===== src/cag_pkg.sv =====
package cag_pkg;
  // ------------------------------------------------------------
  // Register map
  // ------------------------------------------------------------
  localparam logic [7:0] A_CTRL = 8'h00;
  localparam logic [7:0] A_PC = 8'h04;
  localparam logic [7:0] A_OP = 8'h08;
  localparam logic [7:0] A_WREG = 8'h0c;
  localparam logic [7:0] A_XMOD = 8'h10;
  localparam logic [7:0] A_YMOD = 8'h14;
  localparam logic [7:0] A_BREV = 8'h18;
  localparam logic [7:0] A_PAGE = 8'h1c;
  localparam logic [7:0] A_XEA = 8'h20;
  localparam logic [7:0] A_EXT = 8'h24;
  localparam logic [7:0] A_STAT = 8'h28;
  localparam logic [7:0] A_REP = 8'h2c;
  localparam logic [7:0] A_TBL = 8'h30;
  // ------------------------------------------------------------
  // Control bits, reset values, counts
  // ------------------------------------------------------------
  localparam int C_GO = 0;
  localparam int C_XMOD = 1;
  localparam int C_YMOD = 2;
  localparam int C_BREV = 3;
  localparam int C_PSV = 4;
  localparam int SP_IDX = 15;
  localparam logic [15:0] SP_RST = 16'h1000;
  localparam logic [22:0] PC_RST = 23'h000000;
  localparam logic [22:0] IRQ_VEC = 23'h000004;
  localparam logic [22:0] PC_INC = 23'h000002;
  localparam logic [15:0] W_INC = 16'h0002;
  localparam logic [15:0] SP_INC = 16'h0004;
  localparam logic [15:0] Y_SPLIT = 16'h0800;
  localparam logic [1:0] RESP_OK = 2'b00;
  localparam logic [1:0] RESP_ERR = 2'b10;
  // ------------------------------------------------------------
  // Types
  // ------------------------------------------------------------
  typedef enum logic [1:0] {
    ST_IDLE = 2'b00, ST_EXEC = 2'b01, ST_WAIT = 2'b11
  } cag_state_t;
  typedef enum logic [2:0] {
    M_INH = 3'h0, M_REL = 3'h1, M_LIT = 3'h2,
    M_DIR = 3'h3, M_RDIR = 3'h4, M_RIND = 3'h5
  } cag_mode_t;
  typedef struct packed {
    logic [15:0] lit;
    logic [3:0] ry;
    logic spare;
    logic tbl;
    logic call;
    logic wr;
    logic dual;
    logic [3:0] rs;
    logic [2:0] mode;
  } cag_op_t;
  typedef struct packed {
    logic valid;
    logic prog;
    logic wr;
    logic [23:0] addr;
  } cag_bus_t;
endpackage : cag_pkg


===== src/cag_core.sv =====
`timescale 1ns/1ps
module cag_core #(
  parameter logic [15:0] Y_SPLIT = cag_pkg::Y_SPLIT
) (
  // Clock and reset
  input wire logic aclk,
  input wire logic aresetn,
  // AXI4-Lite write
  input wire logic [7:0] s_axi_awaddr,
  input wire logic s_axi_awvalid,
  output logic s_axi_awready,
  input wire logic [31:0] s_axi_wdata,
  input wire logic [3:0] s_axi_wstrb,
  input wire logic s_axi_wvalid,
  output logic s_axi_wready,
  output logic [1:0] s_axi_bresp,
  output logic s_axi_bvalid,
  input wire logic s_axi_bready,
  // AXI4-Lite read
  input wire logic [7:0] s_axi_araddr,
  input wire logic s_axi_arvalid,
  output logic s_axi_arready,
  output logic [31:0] s_axi_rdata,
  output logic [1:0] s_axi_rresp,
  output logic s_axi_rvalid,
  input wire logic s_axi_rready,
  // Interrupt request pin
  input wire logic irq_pin,
  // Memory request side
  output cag_pkg::cag_bus_t mem_x_req,
  output logic [15:0] mem_y_addr,
  output logic addr_fault
);
  // ------------------------------------------------------------
  // State
  // ------------------------------------------------------------
  cag_pkg::cag_state_t st_reg, st_next;
  cag_pkg::cag_op_t op_reg, op_next;
  logic [15:0] w_reg [16];
  logic [15:0] w_next [16];
  logic [22:0] pc_reg, pc_next;
  logic [4:0] ctrl_reg, ctrl_next;
  logic [31:0] xmod_reg, xmod_next, ymod_reg, ymod_next;
  logic [15:0] brev_reg, brev_next, rep_reg, rep_next, xea_reg, xea_next;
  logic [8:0] rpag_reg, rpag_next, wpag_reg, wpag_next;
  logic [7:0] tpag_reg, tpag_next;
  logic [3:0] wsel_reg, wsel_next;
  logic [2:0] irq_reg, irq_next;
  logic [7:0] aw_reg, aw_next;
  logic [31:0] wd_reg, wd_next, rd_next;
  logic awf_reg, awf_next, wf_reg, wf_next, bv_next, rv_next;
  logic [1:0] rr_next;
  cag_pkg::cag_bus_t mx_next;
  logic [15:0] my_next;
  logic flt_next;

  // ------------------------------------------------------------
  // Address unit helpers
  // ------------------------------------------------------------
  function automatic logic [15:0] rev16(input logic [15:0] a);
    logic [15:0] r;
    r = '0;
    for (int i = 0; i < 16; i++) begin
      r[i] = a[15-i];
    end
    return r;
  endfunction : rev16

  // Post-update for one unit; modulo wraps past the end to the start
  function automatic logic [15:0] upd(input logic [15:0] a,
      input logic m_en, input logic [31:0] bnd,
      input logic b_en, input logic [15:0] bm);
    logic [15:0] n;
    n = a + cag_pkg::W_INC;
    if (b_en) begin
      n = rev16(rev16(a) + rev16(bm));
    end else if (m_en && n > bnd[31:16]) begin
      n = bnd[15:0];
    end
    return n;
  endfunction : upd

  // ------------------------------------------------------------
  // Next-state logic, one engine for both classes
  // ------------------------------------------------------------
  logic [15:0] ea, ey, rdw;
  logic flow, irq_take;
  always_comb begin
    st_next = st_reg;
    op_next = op_reg;
    w_next = w_reg;
    pc_next = pc_reg;
    ctrl_next = ctrl_reg;
    xmod_next = xmod_reg;
    ymod_next = ymod_reg;
    brev_next = brev_reg;
    rep_next = rep_reg;
    xea_next = xea_reg;
    rpag_next = rpag_reg;
    wpag_next = wpag_reg;
    tpag_next = tpag_reg;
    wsel_next = wsel_reg;
    irq_next = {irq_reg[1:0], irq_pin};
    aw_next = aw_reg;
    wd_next = wd_reg;
    awf_next = awf_reg;
    wf_next = wf_reg;
    bv_next = s_axi_bvalid & ~s_axi_bready;
    rv_next = s_axi_rvalid & ~s_axi_rready;
    rd_next = s_axi_rdata;
    rr_next = s_axi_rresp;
    mx_next = mem_x_req;
    mx_next.valid = 1'b0;
    my_next = mem_y_addr;
    flt_next = addr_fault;
    ea = '0;
    ey = '0;
    flow = 1'b0;
    rdw = w_reg[wsel_reg];
    ctrl_next[cag_pkg::C_GO] = 1'b0;
    // Irq only between steps so a step never half-completes
    irq_take = irq_reg[1] & ~irq_reg[2] & (st_reg == cag_pkg::ST_IDLE);
    case (st_reg)
      cag_pkg::ST_IDLE: begin
        if (irq_take) begin
          w_next[cag_pkg::SP_IDX] = w_reg[cag_pkg::SP_IDX]
            + cag_pkg::SP_INC;
          pc_next = cag_pkg::IRQ_VEC;
        end else if (ctrl_reg[cag_pkg::C_GO]) begin
          st_next = cag_pkg::ST_EXEC;
        end
      end
      cag_pkg::ST_EXEC: begin
        flt_next = 1'b0;
        case (op_reg.mode)
          cag_pkg::M_INH: ;
          cag_pkg::M_REL: begin
            flow = 1'b1;
            if (op_reg.call) begin
              w_next[cag_pkg::SP_IDX] = w_reg[cag_pkg::SP_IDX]
                + cag_pkg::SP_INC;
            end
            pc_next = pc_reg + {{7{op_reg.lit[15]}}, op_reg.lit};
          end
          cag_pkg::M_LIT: xea_next = op_reg.lit;
          cag_pkg::M_DIR: begin
            ea = op_reg.lit;
            mx_next.valid = 1'b1;
          end
          cag_pkg::M_RDIR: xea_next = w_reg[op_reg.rs];
          cag_pkg::M_RIND: begin
            ea = w_reg[op_reg.rs];
            mx_next.valid = 1'b1;
            w_next[op_reg.rs] = upd(ea, ctrl_reg[cag_pkg::C_XMOD],
              xmod_reg, ctrl_reg[cag_pkg::C_BREV], brev_reg);
          end
          default: flt_next = 1'b1;
        endcase
        if (op_reg.dual && op_reg.mode == cag_pkg::M_RIND) begin
          ey = w_reg[op_reg.ry];
          my_next = ey;
          w_next[op_reg.ry] = upd(ey, ctrl_reg[cag_pkg::C_YMOD],
            ymod_reg, 1'b0, brev_reg);
          if (ey < Y_SPLIT) begin
            flt_next = 1'b1;
          end
        end
        if (mx_next.valid) begin
          xea_next = ea;
          mx_next.wr = op_reg.wr;
          mx_next.prog = op_reg.tbl;
          mx_next.addr = {8'h00, ea};
          if (op_reg.tbl) begin
            mx_next.addr = {tpag_reg, ea};
          end else if (ea[15] && ctrl_reg[cag_pkg::C_PSV] && !op_reg.wr) begin
            mx_next.prog = 1'b1;
            mx_next.addr = {1'b0, tpag_reg, ea[14:0]};
          end else if (ea[15]) begin
            mx_next.addr = {op_reg.wr ? wpag_reg : rpag_reg,
              ea[14:0]};
          end
        end
        if (flow) begin
          st_next = cag_pkg::ST_WAIT;
        end else begin
          st_next = cag_pkg::ST_IDLE;
          if (rep_reg != 16'h0000) begin
            rep_next = rep_reg - 16'h0001;
          end else begin
            pc_next = pc_reg + cag_pkg::PC_INC;
          end
        end
      end
      cag_pkg::ST_WAIT: st_next = cag_pkg::ST_IDLE;
      default: st_next = cag_pkg::ST_IDLE;
    endcase
    // AXI write side takes address and data in either order
    if (s_axi_awvalid && s_axi_awready) begin
      aw_next = s_axi_awaddr;
      awf_next = 1'b1;
    end
    if (s_axi_wvalid && s_axi_wready) begin
      wd_next = s_axi_wdata;
      wf_next = 1'b1;
    end
    if (awf_reg && wf_reg && !s_axi_bvalid) begin
      awf_next = 1'b0;
      wf_next = 1'b0;
      bv_next = 1'b1;
      case (aw_reg)
        cag_pkg::A_CTRL: ctrl_next = wd_reg[4:0];
        cag_pkg::A_PC: pc_next = wd_reg[22:0];
        cag_pkg::A_OP: op_next = wd_reg;
        cag_pkg::A_WREG: begin
          wsel_next = wd_reg[19:16];
          if (wd_reg[20]) begin
            w_next[wd_reg[19:16]] = wd_reg[15:0];
          end
        end
        cag_pkg::A_XMOD: xmod_next = wd_reg;
        cag_pkg::A_YMOD: ymod_next = wd_reg;
        cag_pkg::A_BREV: brev_next = wd_reg[15:0];
        cag_pkg::A_PAGE: begin
          rpag_next = wd_reg[8:0];
          wpag_next = wd_reg[24:16];
        end
        cag_pkg::A_REP: rep_next = wd_reg[15:0];
        cag_pkg::A_TBL: tpag_next = wd_reg[7:0];
        default: ;
      endcase
    end
    // AXI read side, one outstanding
    if (s_axi_arvalid && s_axi_arready) begin
      rv_next = 1'b1;
      rr_next = cag_pkg::RESP_OK;
      case (s_axi_araddr)
        cag_pkg::A_CTRL: rd_next = {27'h0, ctrl_reg};
        cag_pkg::A_PC: rd_next = {9'h0, pc_reg};
        cag_pkg::A_OP: rd_next = op_reg;
        cag_pkg::A_WREG: rd_next = {12'h0, wsel_reg, rdw};
        cag_pkg::A_XMOD: rd_next = xmod_reg;
        cag_pkg::A_YMOD: rd_next = ymod_reg;
        cag_pkg::A_BREV: rd_next = {16'h0, brev_reg};
        cag_pkg::A_PAGE: rd_next = {7'h0, wpag_reg, 7'h0, rpag_reg};
        cag_pkg::A_XEA: rd_next = {mem_y_addr, xea_reg};
        cag_pkg::A_EXT: rd_next = {5'h0, mem_x_req};
        cag_pkg::A_STAT: rd_next = {29'h0, addr_fault, st_reg};
        cag_pkg::A_REP: rd_next = {16'h0, rep_reg};
        cag_pkg::A_TBL: rd_next = {24'h0, tpag_reg};
        default: begin
          rd_next = 32'h0;
          rr_next = cag_pkg::RESP_ERR;
        end
      endcase
    end
  end

  // ------------------------------------------------------------
  // Registers
  // ------------------------------------------------------------
  always_ff @(posedge aclk) begin
    if (!aresetn) begin
      st_reg <= cag_pkg::ST_IDLE;
      op_reg <= '0;
      for (int i = 0; i < 16; i++) begin
        w_reg[i] <= (i == cag_pkg::SP_IDX) ? cag_pkg::SP_RST : 16'h0000;
      end
      pc_reg <= cag_pkg::PC_RST;
      ctrl_reg <= '0;
      xmod_reg <= '0;
      ymod_reg <= '0;
      brev_reg <= '0;
      rep_reg <= '0;
      xea_reg <= '0;
      rpag_reg <= '0;
      wpag_reg <= '0;
      tpag_reg <= '0;
      wsel_reg <= '0;
      irq_reg <= '0;
      aw_reg <= '0;
      wd_reg <= '0;
      awf_reg <= 1'b0;
      wf_reg <= 1'b0;
      s_axi_awready <= 1'b0;
      s_axi_wready <= 1'b0;
      s_axi_arready <= 1'b0;
      s_axi_bvalid <= 1'b0;
      s_axi_rvalid <= 1'b0;
      s_axi_bresp <= cag_pkg::RESP_OK;
      s_axi_rresp <= cag_pkg::RESP_OK;
      s_axi_rdata <= '0;
      mem_x_req <= '0;
      mem_y_addr <= '0;
      addr_fault <= 1'b0;
    end else begin
      st_reg <= st_next;
      op_reg <= op_next;
      w_reg <= w_next;
      pc_reg <= pc_next;
      ctrl_reg <= ctrl_next;
      xmod_reg <= xmod_next;
      ymod_reg <= ymod_next;
      brev_reg <= brev_next;
      rep_reg <= rep_next;
      xea_reg <= xea_next;
      rpag_reg <= rpag_next;
      wpag_reg <= wpag_next;
      tpag_reg <= tpag_next;
      wsel_reg <= wsel_next;
      irq_reg <= irq_next;
      aw_reg <= aw_next;
      wd_reg <= wd_next;
      awf_reg <= awf_next;
      wf_reg <= wf_next;
      s_axi_awready <= ~awf_next & ~(s_axi_awvalid & s_axi_awready);
      s_axi_wready <= ~wf_next & ~(s_axi_wvalid & s_axi_wready);
      s_axi_arready <= ~rv_next & ~(s_axi_arvalid & s_axi_arready);
      s_axi_bvalid <= bv_next;
      s_axi_rvalid <= rv_next;
      s_axi_bresp <= cag_pkg::RESP_OK;
      s_axi_rresp <= rr_next;
      s_axi_rdata <= rd_next;
      mem_x_req <= mx_next;
      mem_y_addr <= my_next;
      addr_fault <= flt_next;
    end
  end

  logic exec_lin;
  assign exec_lin = st_reg == cag_pkg::ST_EXEC
    && op_reg.mode != cag_pkg::M_REL;
endmodule : cag_core


===== config.mk =====
export PLATFORM = sky130hd
export DESIGN_NAME = cag_core
export DESIGN_NICKNAME = d
export VERILOG_FILES = /design/src/cag_pkg.sv /design/src/cag_core.sv
export SDC_FILE = /design/constraint.sdc
export NUM_CORES = 2
export LEC_CHECK = 0
export BUFFER_PORTS_ARGS = -buffer_cell sky130_fd_sc_hd__buf_4
export CAP_MARGIN = 40
export CORE_MARGIN = 5
export CORE_UTILIZATION = 50
export DETAILED_ROUTE_END_ITERATION = 8
export GPL_TIMING_DRIVEN = 0
export HOLD_SLACK_MARGIN = 0.05
export PLACE_DENSITY = 0.65
export REMOVE_ABC_BUFFERS = 1
export SYNTH_ARGS = -nofsm -noshare
export SYNTH_HDL_FRONTEND = slang
export SYNTH_SLANG_ARGS = --single-unit

===== constraint.sdc =====
create_clock -name aclk -period 8.1 [get_ports aclk]
set_input_delay 0 -clock aclk [delete_from_list [all_inputs] [get_ports aclk]]
set_output_delay 0 -clock aclk [all_outputs]
set_load 0.01 [all_outputs]

Word level (Yosys, flattened, before mapping)
Cells that the tools add are included.
{ "word_totals": {"reg_bits": 588, "input_bits": 60, "output_inout_bits": 85, "elab_cells": 241} }
{ "classes": {"addsub": 7, "n_lt_le_gt_ge": 10, "n_eq_ne": 29, "n_mux": 78, "bitwise_logic": 23, "reduce_logical": 38} }
{ "ops": {"columns": ["cell", "n"], "rows": [
  ["$mux W256", 4],
  ["$bwmux W256", 3],
  ["$mux W240", 3],
  ["$mux W16", 26],
  ["$pmux W32 S13", 1],
  ["$bmux W16 S4", 3],
  ["$demux W16 S4", 3],
  ["$mux W23", 6],
  ["$pmux W16 S2", 4],
  ["$mux W24", 3],
  ["$eq A8 B5 Y1 const B", 8],
  ["$eq A8 B6 Y1 const B", 7],
  ["$pmux W23 S2", 1],
  ["$add A16 B2 Y16 const B", 2],
  ["$eq A8 B4 Y1 const B", 4],
  ["$gt A16 B16 Y1", 2],
  ["$reduce_and A2 Y1", 13],
  ["$add A23 B2 Y23 const B", 1],
  ["$add A23 B23 Y23", 1],
  ["$ge A5 B5 Y1 const B", 4],
  ["$not A4 Y5", 4],
  ["$add A16 B16 Y16", 1],
  ["$add A16 B3 Y16 const B", 1],
  ["$eq A8 B3 Y1 const B", 2],
  ["25 further kinds", 78]
]} }

Longest topological paths before layout
{ "depth": {"word_depth": 21, "mapped_depth": 24, "depth_no_buf": 20} }

Least setup slack after synthesis
No wires, ideal clock.
{ "synth_path": {"path_type": "reg-to-reg", "from": "register op_reg[3] (netlist bit)", "to": "register w_reg[52] (netlist bit)", "setup_time_ps": 126, "arrival_time_ps": 4959, "t_required_ps": 7974, "setup_slack_ps": 3015, "stages_incl_launch_ff": 24, "path_buffers": 5, "synth_period_minus_slack_ps": 5085, "path_cell_list": "dfxtp_1 buf_6 buf_6 mux4_2 a221oi_2 inv_1 ha_1 nor3b_1 nand2_1 nor3b_1 xor2_1 ha_1 a211oi_1 o21ai_0 a2111oi_0 a21bo_2 clkbuf_1 buf_2 mux2i_1 o22a_1 buf_2 inv_1 a222oi_1 a21oi_1"} }
{ "synth_via": {"elab_chain_cells": 21, "elab_cells_between_ends": 27, "cone_classes": "2 x add/sub; 3 x order compare; 19 x mux; 1 x bitwise; 2 x reduce/logical"} }
{ "synth_rtl": {"columns": ["element", "line", "text"], "rows": [
  ["from (decl)", "cag_core.sv:38", "cag_pkg::cag_op_t op_reg, op_next;"],
  ["from (signal assigned)", "cag_core.sv:297", "op_reg <= op_next;"],
  ["$not A4 Y5 (implied by the code) *", "cag_core.sv:152, cag_core.sv:154", null],
  ["$bmux W16 S4", "cag_core.sv:152", "ea = w_reg[op_reg.rs];"],
  ["$mux W16 (implied by the code) (2 in a row)", "cag_core.sv:152", null],
  ["$add A16 B2 Y16", "cag_core.sv:74", "n = a + cag_pkg::W_INC;"],
  ["$gt A16 B16 Y1", "cag_core.sv:77", "end else if (m_en && n > bnd[31:16]) begin"],
  ["$logic_and A1 B1 Y1", "cag_core.sv:77", null],
  ["$mux W16", "cag_core.sv:77", null],
  ["$mux W16", "cag_core.sv:75", "if (b_en) begin"],
  ["(+4 left out)", null, null],
  ["$mux W240 *", "cag_core.sv:123", "case (st_reg)"],
  ["$bwmux W256", "cag_core.sv:162", "w_next[op_reg.ry] = upd(ey, ctrl_reg[cag_pkg::C_YMOD],"],
  ["$mux W256 *", "cag_core.sv:159", "if (op_reg.dual && op_reg.mode == cag_pkg::M_RIND) begin"],
  ["$mux W240 *", "cag_core.sv:123", null],
  ["$bwmux W256", "cag_core.sv:217", "w_next[wd_reg[19:16]] = wd_reg[15:0];"],
  ["$mux W256", "cag_core.sv:216", "if (wd_reg[20]) begin"],
  ["$mux W256", "cag_core.sv:210", "case (aw_reg)"],
  ["$mux W256 *", "cag_core.sv:206", "if (awf_reg && wf_reg && !s_axi_bvalid) begin"],
  ["to (signal, indexed assignment)", "cag_core.sv:266", "w_reg[i] <= (i == cag_pkg::SP_IDX) ? cag_pkg::SP_RST : 16'h0000;"],
  ["to (signal assigned)", "cag_core.sv:298", "w_reg <= w_next;"],
  ["to (decl)", "cag_core.sv:39", "logic [15:0] w_reg [16];"]
]} }
Every way passes the cells marked *; elsewhere a longest branch is shown, timed or not. The select of a mux whose other input is x is not followed.
A chain may end at the register's enable or synchronous reset.

Worst setup path in the final report
{ "layout_path": {"from": "register op_reg[12] (netlist bit)", "to": "register w_reg[165] (netlist bit)"} }
{ "layout_via": {"elab_chain_cells": 17, "elab_cells_between_ends": 22, "cone_classes": "1 x add/sub; 3 x order compare; 15 x mux; 1 x bitwise; 2 x reduce/logical"} }
{ "layout_rtl": {"columns": ["element", "line", "text"], "rows": [
  ["$not A4 Y5 (implied by the code) *", "cag_core.sv:160, cag_core.sv:162", null],
  ["$bmux W16 S4", "cag_core.sv:160", "ey = w_reg[op_reg.ry];"],
  ["$mux W16 (implied by the code) (2 in a row)", "cag_core.sv:160", null],
  ["$add A16 B2 Y16", "cag_core.sv:74", null],
  ["$gt A16 B16 Y1", "cag_core.sv:77", null],
  ["$logic_and A1 B1 Y1", "cag_core.sv:77", null],
  ["$mux W16", "cag_core.sv:77", null],
  ["$mux W16", "cag_core.sv:159", null],
  ["$mux W16", "cag_core.sv:123", null],
  ["$bwmux W256 *", "cag_core.sv:162", null],
  ["$mux W256 *", "cag_core.sv:159", null],
  ["$mux W240 *", "cag_core.sv:123", null],
  ["$bwmux W256", "cag_core.sv:217", null],
  ["$mux W256", "cag_core.sv:216", null],
  ["$mux W256", "cag_core.sv:210", null],
  ["$mux W256 *", "cag_core.sv:206", null]
]} }
Marked as above.

==> results <==
- The run finished with clean final reports.
- Across all layers, the routed design uses roughly 43000 vias.
- The number of antenna violations at the first check in global routing is 13.
- STA classifies the critical path startpoint as a flop.
- The first global-routing pass estimated 279300 um of wire.
- Synthesis instantiated 108 different standard cells from the library.
- At the worst endpoint, the arrival time is 8210 ps.
- The final worst clock skew is approximately 27 ps.
- The class of the most critical setup path is flop to flop.
- The worst path needs slightly below 8000 ps of the cycle, external delays included.
- The min-delay analysis places its worst path in the category input pin to flop.
- The critical path contains buffers and inverters numbering 3 combined.
- The post-placement worst setup slack is a little under 1000 ps.
- The via count of the first global-routing pass is 38780.
- In the synthesized netlist the async set-or-reset flop fraction comes to 0%.
- In the routed design, unresolved DRC markers number 0.
- Averaged over all synthesized cells, the footprint is around 8.5 um2.
- Setup violations remaining at the end of the flow were counted as 0.
- The area growth from synthesis to final layout is 17.00%.
- For this design, the slowest cell found on the critical path is a22oi_1.
- After global routing the overflow that remains totals 0.
- Once the floorplan was initialized, standard cells occupied 50.23% of the core.
- The register with the most flip-flops in the layout has 256 of them.
- In this run the horizontal extent of the chip is 288.5 um.
- Based on the critical path, the design can be clocked at up to 129.6 MHz.
- The DRC marker count from the first detailed-route iteration is 7926.
- For this design, the sink count on the clock tree is 587.
- The clock edge transition at the registers on the reported setup and hold paths is 60 ps.
- The worst hold-check slack is 128.6 ps.
- Setup repair after global routing left no endpoint under its margin.
- The library cell with the highest instance count after synthesis is nand2_1.
- After synthesis the netlist holds a flip-flop and latch count of 587.
- TritonCTS built the clock tree.
- The data required time of the worst path is 8590 ps.
- The least setup slack across all paths after layout is 381.6 ps.
- The worst IR drop on VDD is 168.2 uV.
- Summing all placed instances gives a cell area of 42030 um2.
- The boundary pin count is 145.
- The warning count from the yosys run is 0.
- The relative slew slack is 20.07%.
- In the synthesized netlist the dominant register cell turns out to be dfxtp_1.
- Counting along the longest clock path gives a buffer depth of 3.
- The post-route standard cell area excluding fillers is 45370 um2.
- The worst hold path begins at irq_pin.
- The congestion estimate from routability-driven global placement came to roughly 1.1.
- The combined area of all synthesized cells is 38780 um2.
- For this run, the detailed router's first-pass iteration total came to 9.
- On the worst path, the slowest cell contributes a delay of between 900 and 1000 ps.
- Measured in cells, the most critical reg-to-reg path has a length of 19.
- The final wirelength is 199400 um.
- The area of the core region is 77210 um2.
- Counting the buffers created by CTS gives 72.
- The post-synthesis cell type with the largest combined area is dfxtp_1.
- Counting instances, the worst hold path has a depth of 3.
- On the critical path the largest part of the delay comes from compound AO/OA/AOI/OAI gates.
- Entering global routing, the biggest net connects 143 pins.
- By instance count, the cell type seen most on the critical path is o21ai_0.
- The top cell type by area accounts for 30.30% of the synthesized area.
- Once detail routing completed, the nets flagged for antenna violations numbered 0.
- The die is 288.5 um tall.
- The highest net fanout along the worst path is 40.
- The destination of the worst hold path is irq_reg[0].
- The area enclosed by the die boundary is roughly 83000 um2.
- The root buffer selected by CTS is clkbuf_16.
- After the last flow step, the layout net total stands at 4782.
- Yosys mapped a number of flops with a built-in enable equal to 0.
- The fraction of layout instances using a drive strength above 1 is 15.50%.
- The critical register-to-register path startpoint is op_reg[12].
- The final number of hold-violating endpoints is 0.
- The share of the yosys chip area belonging to registers is 30.30%.
- The number of levels the H-tree was split into is 3.
- Row generation in the floorplan step produced between 100 and 150 rows.
- The layout filler cell count is 6773.
- The number of buffers added for setup after CTS is 0.
- The fraction of the cycle the final worst path needs is 95.29%.
- Dividing the detail-routed via count by the number of cells gives 7.413.
- The utilization after layout is 58.76%.
- Ranked by total cell area, the synthesized netlist is headed by dfxtp_1, mux4_2, nand2_1.
- The analysis attributes to cell leakage a power of 16.06 nW.
- The category of the worst setup path capture point is a flop.
- During placement, the flow inserted port buffers numbering 137.
- The total routing resource utilization after global routing is 46.06%.
- The number of cells produced by synthesis is between 4000 and 5000.
- The power density normalized to cell area is about 150 nW/um2.
- The worst register-to-register path ends at w_reg[165].
- The post-detailed-placement half-perimeter wirelength is 141900 um.
- The number of maximum-capacitance violations is 0.
- For the worst-skew pair, the clock arrives at the later sink with an insertion delay of 650 ps.
- In the synthesized netlist, the cells that appear most often are nand2_1, dfxtp_1, a21oi_1, o21ai_0, clkbuf_1.
- The max-slew violation count was 0.
- Traced cell by cell, the critical path runs through buf_16 -> mux4_2 -> a22oi_1 -> nand2_1 -> nand4_1 -> nor2_1 -> xor2_1 -> ha_1 -> o21ai_0 -> nor2_1 -> nor3_1 -> o21ai_0 -> o21ai_2 -> buf_8 -> mux2i_1 -> and2_0 -> buf_6 -> a221o_1 -> o21ai_0.
- In this run the worst setup path begins at op_reg[12].
- At the pin with the least slew margin, the transition time is 1199 ps.
- The worst-case register-to-register setup slack is 380 ps.
- After detailed routing, the average wire length per cell comes to between 30 and 40 um.
==> worst reg2reg max path, cell delays in order, from the launching register on <==
cell	delay (ps)
dfxtp_4	890
buf_16	370
mux4_2	630
a22oi_1	920
nand2_1	630
nand4_1	420
nor2_1	100
xor2_1	230
ha_1	280
o21ai_0	170
nor2_1	60
nor3_1	130
o21ai_0	170
o21ai_2	580
buf_8	250
mux2i_1	850
and2_0	400
buf_6	230
a221o_1	190
o21ai_0	90
==> layer usage <==
layer | vias to the layer above | track usage, % | wire (um)
li1 | 17530 | - | -
met1 | 20260 | 54.84 | 66700
met2 | 3821 | 64.96 | 78680
met3 | 1038 | 18.12 | 31060
met4 | 6 | 38.71 | 22920
met5 | - | 0 | 32
==> cells by family (layout without fill, tap and decap cells) <==
logic type	Yosys count	in the layout	share of synthesized area (%)
simple gates	1428	1428	16.88
fa+ha+maj	76	76	2.491
buf+inv	457	574	5.198
mux	289	289	14.71
xor+xnor	75	75	1.713
compound gates	1670	1670	28.70
flops	587	587	30.30
other cells	1	14	0.009670
==> metrics by stage <==
step / power, mW / setup TNS (ps) / cells
after floorplan: 3.066 / -117170 / 4185
after global placement: 3.208 / -1418470 / 5362
after detailed placement: 3.230 / 0 / 5528
after CTS: 6.650 / 0 / 5736
after global routing: 6.805 / 0 / 5742
final: 6.695 / 0 / 5753
==> layout make-up <==
cell class	count	area [um2]	area share [%]
diodes	11	27.53	0.06067
clock buffers	104	2146	4.729
clock inverters	26	330.3	0.7280
inverters	57	214.0	0.4716
multi-input cells	3541	25260	55.68
flip-flops and latches	587	11780	25.96
well taps	1040	1301	2.868
repair buffers	387	4313	9.506
==> cell usage in the layout (no fill, tap or decap), types with 78 or more instances in the layout <==
| cell type | count |
|---|---|
| nor2_1 | 207 |
| dlygate4sd3_1 | 78 |
| a21boi_0 | 175 |
| nand2_1 | 712 |
| mux4_2 | 187 |
| buf_4 | 187 |
| o21ai_0 | 372 |
| dfxtp_1 | 577 |
| nor2b_1 | 80 |
| a22oi_1 | 147 |
| a21oi_1 | 377 |
==> worst max path at each step <==
| stage | end | slack [ps] | depth (start not counted) |
|---|---|---|---|
| 2_1_floorplan | w_reg[158] | -830 | 15 |
| 3_3_place_gp | mem_x_req[22] | -9700 | 6 |
| 3_5_place_dp | w_reg[253] | 960 | 21 |
| 4_1_cts | w_reg[237] | 910 | 21 |
| 5_1_grt | w_reg[86] | 390 | 20 |
| 6_report | w_reg[165] | 380 | 19 |
==> power breakdown <==
group | leakage (nW) | switching (mW) | total (mW) | internal, mW
Sequential | 4.74 | 0.0381 | 2.94 | 2.90
Clock | 1.23 | 1.42 | 3.48 | 2.07
Combinational | 10.1 | 0.167 | 0.276 | 0.109
==> repair_timing <==
item,CTS,global route
resized for setup,0,0
endpoints found under the hold margin,114,0
hold buffers,78,0
No activity file was read; power rests on OpenSTA's default activity.
